## src/ptr_pkg.sv

```systemverilog
/*
 * Constants for the program memory table-read unit.
 * Assumes the core decodes table instructions and provides a 16-bit program memory read port.
 */
// Behaviour
// read address is the high and low table pointer bytes combined.
// both table read forms load the fetched upper byte into the high latch.
// software can read and write the table high latch for save and restore.
// every table instruction takes exactly two instruction cycles.
// software avoids table reads in both main and interrupt code, or masks interrupts.
// table memory spans 4K words; last page starts at 0f00.
// lower byte goes to named data register; unused upper bits read zero.
// the extended read form, for other sectors, performs the same fetch.
// each fetched word is 16 bits from a 4K-word array.
// table pointers hold their value across reads; software moves them.
package ptr_pkg;
   localparam int ADDR_W = 12;
   localparam int WORD_W = 16;
   localparam int MEM_WORDS = 4096;
   localparam logic [11:0] LAST_PAGE = 12'hf00;
   localparam logic [7:0] PTR_LOW_RST = 8'h00;
   localparam logic [7:0] PTR_HIGH_RST = 8'h00;
   localparam logic [7:0] LATCH_RST = 8'h00;
   localparam logic [7:0] DEST_RST = 8'h00;
   localparam int TABLE_CYCLES = 2;
   typedef enum logic [0:0] {
      PTR_IDLE = 1'b0,
      PTR_FETCH = 1'b1
   } ptr_state_e;
endpackage

```

## src/ptr_table_read.sv

```systemverilog
/*
 * Table-read unit: pointer registers, fetch sequencer, table high latch.
 * Assumes a synchronous program memory returning data one cycle after the address,
 * and that the core issues a new table op only when busy is low.
 */
`timescale 1ns/1ps
module ptr_table_read #(
   parameter int HIGH_BITS = 8
) (
   input wire logic core_clk,
   input wire logic rst_b,
   input wire logic tableReadOp,
   input wire logic table_read_extended_op,
   input wire logic [7:0] destAddr,
   input wire logic ptrLowWrite,
   input wire logic table_pointer_highWrite,
   input wire logic latchWrite,
   input wire logic [7:0] wrData,
   output logic [7:0] tablePointerLow,
   output logic [7:0] table_pointer_high,
   output logic [7:0] table_high_latch,
   output logic [11:0] progAddr,
   output logic progRead,
   input wire logic [15:0] progData,
   output logic destWrite,
   output logic [7:0] destWriteAddr,
   output logic [7:0] destWriteData,
   output logic busy
);

   // ***********************************
   // elaboration checks
   // ***********************************

   // latch masking serves one to eight live bits
   if (HIGH_BITS < 1 || HIGH_BITS > 8) begin : g_bad_high_bits
      $error("HIGH_BITS out of range");
   end

   // address port is sized for the 4K-word array
   if (ptr_pkg::ADDR_W != 12 || ptr_pkg::MEM_WORDS != (1 << ptr_pkg::ADDR_W)) begin : g_bad_addr
      $error("program memory size does not match the address port");
   end

   // data port carries 16-bit words
   if (ptr_pkg::WORD_W != 16) begin : g_bad_word
      $error("program word width does not match the data port");
   end

   // sequencer is built for a two-cycle instruction
   if (ptr_pkg::TABLE_CYCLES != 2) begin : g_bad_cycles
      $error("sequencer supports two-cycle table instructions only");
   end

   // last page must sit inside the array
   if (int'(ptr_pkg::LAST_PAGE) >= ptr_pkg::MEM_WORDS) begin : g_bad_page
      $error("last page lies outside the program memory");
   end

   // ***********************************
   // declarations
   // ***********************************

   ptr_pkg::ptr_state_e state;
   ptr_pkg::ptr_state_e next_state;
   logic [7:0] destHold;
   logic [7:0] next_destHold;
   logic [7:0] next_tablePointerLow;
   logic [7:0] next_table_pointer_high;
   logic [7:0] next_table_high_latch;
   logic next_destWrite;
   logic [7:0] next_destWriteAddr;
   logic [7:0] next_destWriteData;
   logic readRequest;
   logic takeRead;
   logic fetchCycle;
   wire logic [7:0] fetchedHigh;

   // ***********************************
   // request decode
   // ***********************************

   // both read forms perform the same fetch
   assign readRequest = tableReadOp || table_read_extended_op;

   // a request is taken only in the first instruction cycle
   assign takeRead = (state == ptr_pkg::PTR_IDLE) && readRequest;
   assign fetchCycle = (state == ptr_pkg::PTR_FETCH);

   // ***********************************
   // upper byte masking
   // ***********************************

   // unused upper bits of the fetched word read as zero
   for (genvar i = 0; i < 8; i++) begin : g_high_mask
      if (i < HIGH_BITS) begin : g_live
         assign fetchedHigh[i] = progData[8 + i];
      end else begin : g_dead
         assign fetchedHigh[i] = 1'b0;
      end
   end

   // ***********************************
   // fetch sequencer
   // ***********************************

   always_comb begin
      next_state = state;
      next_destHold = destHold;
      case (state)
         ptr_pkg::PTR_IDLE: begin
            if (readRequest) begin
               // destination is sampled with the request
               next_destHold = destAddr;
               next_state = ptr_pkg::PTR_FETCH;
            end
         end
         ptr_pkg::PTR_FETCH: begin
            // second cycle completes the instruction; requests here are ignored
            next_state = ptr_pkg::PTR_IDLE;
         end
         default: begin
            next_state = ptr_pkg::PTR_IDLE;
         end
      endcase
   end

   always_ff @(posedge core_clk or negedge rst_b) begin
      if (!rst_b) begin
         state <= ptr_pkg::PTR_IDLE;
         destHold <= ptr_pkg::DEST_RST;
      end else begin
         state <= next_state;
         destHold <= next_destHold;
      end
   end

   // ***********************************
   // table pointers
   // ***********************************

   always_comb begin
      next_tablePointerLow = tablePointerLow;
      next_table_pointer_high = table_pointer_high;
      // pointers only change on explicit writes, never by a read
      if (ptrLowWrite) begin
         next_tablePointerLow = wrData;
      end
      // only the four address bits of the high pointer are stored
      if (table_pointer_highWrite) begin
         next_table_pointer_high = {4'h0, wrData[3:0]};
      end
   end

   always_ff @(posedge core_clk or negedge rst_b) begin
      if (!rst_b) begin
         tablePointerLow <= ptr_pkg::PTR_LOW_RST;
         table_pointer_high <= ptr_pkg::PTR_HIGH_RST;
      end else begin
         tablePointerLow <= next_tablePointerLow;
         table_pointer_high <= next_table_pointer_high;
      end
   end

   // ***********************************
   // table high latch
   // ***********************************

   always_comb begin
      next_table_high_latch = table_high_latch;
      if (fetchCycle) begin
         // hardware load wins over a software write in the same cycle
         next_table_high_latch = fetchedHigh;
      end else if (latchWrite) begin
         // software save and restore path
         next_table_high_latch = wrData;
      end
   end

   always_ff @(posedge core_clk or negedge rst_b) begin
      if (!rst_b) begin
         table_high_latch <= ptr_pkg::LATCH_RST;
      end else begin
         table_high_latch <= next_table_high_latch;
      end
   end

   // ***********************************
   // destination write
   // ***********************************

   always_comb begin
      next_destWrite = 1'b0;
      next_destWriteAddr = destWriteAddr;
      next_destWriteData = destWriteData;
      if (fetchCycle) begin
         // one-cycle strobe in the cycle after the second instruction cycle
         next_destWrite = 1'b1;
         next_destWriteAddr = destHold;
         // low byte of the fetched word
         next_destWriteData = progData[7:0];
      end
   end

   always_ff @(posedge core_clk or negedge rst_b) begin
      if (!rst_b) begin
         destWrite <= 1'b0;
         destWriteAddr <= ptr_pkg::DEST_RST;
         destWriteData <= ptr_pkg::DEST_RST;
      end else begin
         destWrite <= next_destWrite;
         destWriteAddr <= next_destWriteAddr;
         destWriteData <= next_destWriteData;
      end
   end

   // ***********************************
   // program memory port
   // ***********************************

   // 12-bit word address within the 4K array
   assign progAddr = {table_pointer_high[3:0], tablePointerLow};

   // memory latches the address at the request edge
   assign progRead = takeRead;
   assign busy = fetchCycle;
endmodule

```

## config.mk

```make
export PLATFORM = sky130hd
export DESIGN_NAME = ptr_table_read
export DESIGN_NICKNAME = d
export VERILOG_FILES = /design/src/ptr_pkg.sv /design/src/ptr_table_read.sv
export SDC_FILE = /design/constraint.sdc
export NUM_CORES = 1
export LEC_CHECK = 0
export ABC_AREA = 1
export BUFFER_PORTS_ARGS = -buffer_cell sky130_fd_sc_hd__clkbuf_2
export CORE_ASPECT_RATIO = 0.75
export CORE_MARGIN = 1.5
export CORE_UTILIZATION = 49
export DETAILED_ROUTE_END_ITERATION = 8
export PLACE_DENSITY = 0.91
export SYNTH_ARGS = -nofsm -noshare
export SYNTH_HDL_FRONTEND = slang
export SYNTH_SLANG_ARGS = --single-unit
```

## constraint.sdc

```tcl
create_clock -name core_clk -period 1.39 [get_ports core_clk]
set_input_delay 0.2085 -clock core_clk [delete_from_list [all_inputs] [get_ports core_clk]]
set_output_delay 0.2085 -clock core_clk [all_outputs]
set_load 0.03 [all_outputs]
```

==> summary.md <==
| Metric | Value |
|---|---|
| Status | finished, final reports clean |
| Initial DRC count | 63 |
| GRT Overall Usage | 20.9% |
| GP Congestion | 0.787 |
| Total grt overflow | 0 |
| Share of cells above drive strength 1 | 38.4% |
| Max-slew violations | 0 |
| Unique masters post-synth | 13 |
| Skew-Pair Late Insertion Delay | 300 ps |
| Fin crit period | 1350 ps |
| First-pass GRT wire length | 7060 µm |
| Fmax | 739 MHz |
| Via count | 1662 |
| Commonest non-fill, non-tap cells in the layout | nand2_1 (93), clkbuf_2 (87), dfrtp_1 (45) |
| Largest net degree at the start of global routing | 47 |
| # diodes | 0 |
| Number of CTS-inserted buffers | 5 |
| Starting Density | 52.6% |
| H-tree depth | 2 |
| Register-to-Register Path Depth | 4 |
| I/O Pins | 94 |
| Power Density | 1430 nW/µm² |
| Startpoint Class | flip-flop |
| Critical path class | flip-flop to output pin |
| Hold depth | 3 |
| CP endpoint kind | output pin |
| Clk sinks | 46 |
| Pwr Total | 0.00367 W |
| Layout area overhead | 28.9% |
| Sink of the worst hold path | destWriteData[0]$_DFFE_PN0P_ |
| Chip width | 76.6 µm |
| Routed WL | 4570 µm |
| CTS Buffer Depth | 2 |
| WP data arrival | 1140 ps |
| CP max FO | 8 |
| Vias in the first global route | 1472 |
| Core Rows | 19 |
| # nets final | 343 |
| P_leak | 1.47 nW |
| Drc violations | 0 |
| Register area share after synthesis | 57.9% |
| Worst R2R End | table_high_latch[7]$_DFFE_PN0P_ |
| Reg2reg setup slack | 190 ps |
| Most common cell after layout, fill and taps aside | nand2_1 |
| CTS tree | built |
| CTS root buf | clkbuf_8 |
| MaxCap Viol Count | 0 |
| Clock Skews | 4.43 ps |
| Hold Crit Class | input pin to flip-flop |
| Final number of hold-violating endpoints | 0 |
| WP data required | 1180 ps |
| Initial antenna violation count | 0 |
| Hpwl dp | 3100 µm |
| DP Area | 2370 µm² |
| IO buf count | 89 |
| Setup total negative slack | 0 ps |
| Period utilization | 97.3% |
| Worst Hold Launch | progData[0] |
| DR WL/cell | 12.8 µm |
| Final Core Density | 67.8% |
| Mean Syn Cell Area | 9.12 µm² |
| Final instance area | 2560 µm² |
| Peak supply drop | 721 µV |
| Vert. Die Dim | 58.2 µm |
| Final setup viols | 0 |
| FF+latch count, synth | 46 |
| Die footprint | 4450 µm² |
| Final ANT Viol Nets | 0 |
| Worst reg2reg path startpoint | busy$_DFF_PN0_ |
| 1st-pass router iterations | 4 |
| Worst-path clk slew | 80 ps |
| Ys Warns | 0 |
| Syn Inst Count | 218 |
| Core ar. | 3780 µm² |
| Via/cell ratio | 4.66 |
| Synthesized cell area | 1990 µm² |
## stage by stage
step	setup slack, ps	instances	hold WS (ps)
after floorplan	96.1	221	-87.1
after global placement	211	341	208
after detailed placement	170	341	210
final	37.2	357	111
after global routing	-5.77	357	112
after CTS	7.09	350	102
## cells in the mapped netlist
library cell,number,area share [%]
nand2_1,93,18
dfrtp_1,46,58
buf_4,19,7.2
nand3_1,18,4.5
inv_1,15,2.8
o21ai_0,12,3.0
nand3_2,6,3.0
buf_6,3,1.7
buf_2,2,0.50
conb_1,1,0.19
inv_8,1,0.57
nor2_4,1,0.57
o21ai_2,1,0.44
## state kept, by name (all words and copies together) (netlist names)
name,count
table_pointer_high,4
destHold,8
destWrite,1
destWriteData,8
table_high_latch,8
destWriteAddr,8
busy,1
tablePointerLow,8
## cells by family (layout without fill, tap and decap cells)
group	Yosys count	after routing	share of synthesized area (%)
AO/OA/AOI/OAI	13	13	3.46
flip-flops	46	46	57.9
buffers and inverters	40	124	12.8
other	1	4	0.189
AND/OR/NAND/NOR	118	118	25.7
## metal layers
| metal | global-route usage [%] | vias to the layer above | part of all wire [%] |
|---|---|---|---|
| met1 | 27.6 | 763 | 44 |
| met2 | 33.7 | 63 | 49 |
| met3 | 5.51 | 8 | 5.4 |
| met4 | 7.94 | 0 | 1.5 |
| li1 | - | 828 | - |
| met5 | 0 | - | 0 |
## where the power goes
part	switching (W)	total (W)	internal, W
clock	0.000431	0.000833	0.000401
sequential	0.000135	0.00168	0.00155
combinational	0.000797	0.00115	0.000352
total	0.00136	0.00367	0.00230
## cell type report
cell class | count | area (µm²)
Fill cell | 296 | 1220
Tap cell | 52 | 65.1
Clock buffer | 7 | 86.3
Timing Repair Buffer | 100 | 586
Multi-Input combinational cell | 135 | 602
Inverter | 16 | 67.6
Clock inverter | 1 | 5.00
Sequential cell | 46 | 1150
## how the worst max path moves through the flow
stage | startpoint | to | slack (ps) | cells after the start
floorplan | busy$_DFF_PN0_ | progRead | 100 | 4
global placement | busy$_DFF_PN0_ | progRead | 210 | 4
detailed placement | busy$_DFF_PN0_ | progRead | 170 | 4
CTS | busy$_DFF_PN0_ | progRead | 7 | 4
global route | busy$_DFF_PN0_ | progRead | -6 | 4
finish | busy$_DFF_PN0_ | progRead | 40 | 4
## what timing repair did
| action | CTS | global route |
|---|---|---|
| buffers inserted | 0 | 6 |
| pin swaps | 0 | 0 |
| hold buffers | 1 | 0 |
| endpoints found under the hold margin | 46 | 0 |
| endpoints found under the setup margin | 2 | 2 |
| cloned | 0 | 1 |
| resized for setup | 6 | 1 |
## worst max-delay path, stage by stage (launching register included)
cell     delay (ps)
dfrtp_2         480
inv_8            70
o21ai_4          80
inv_2            90
buf_8           120
Note: power is estimated with default switching activity, not from simulation.
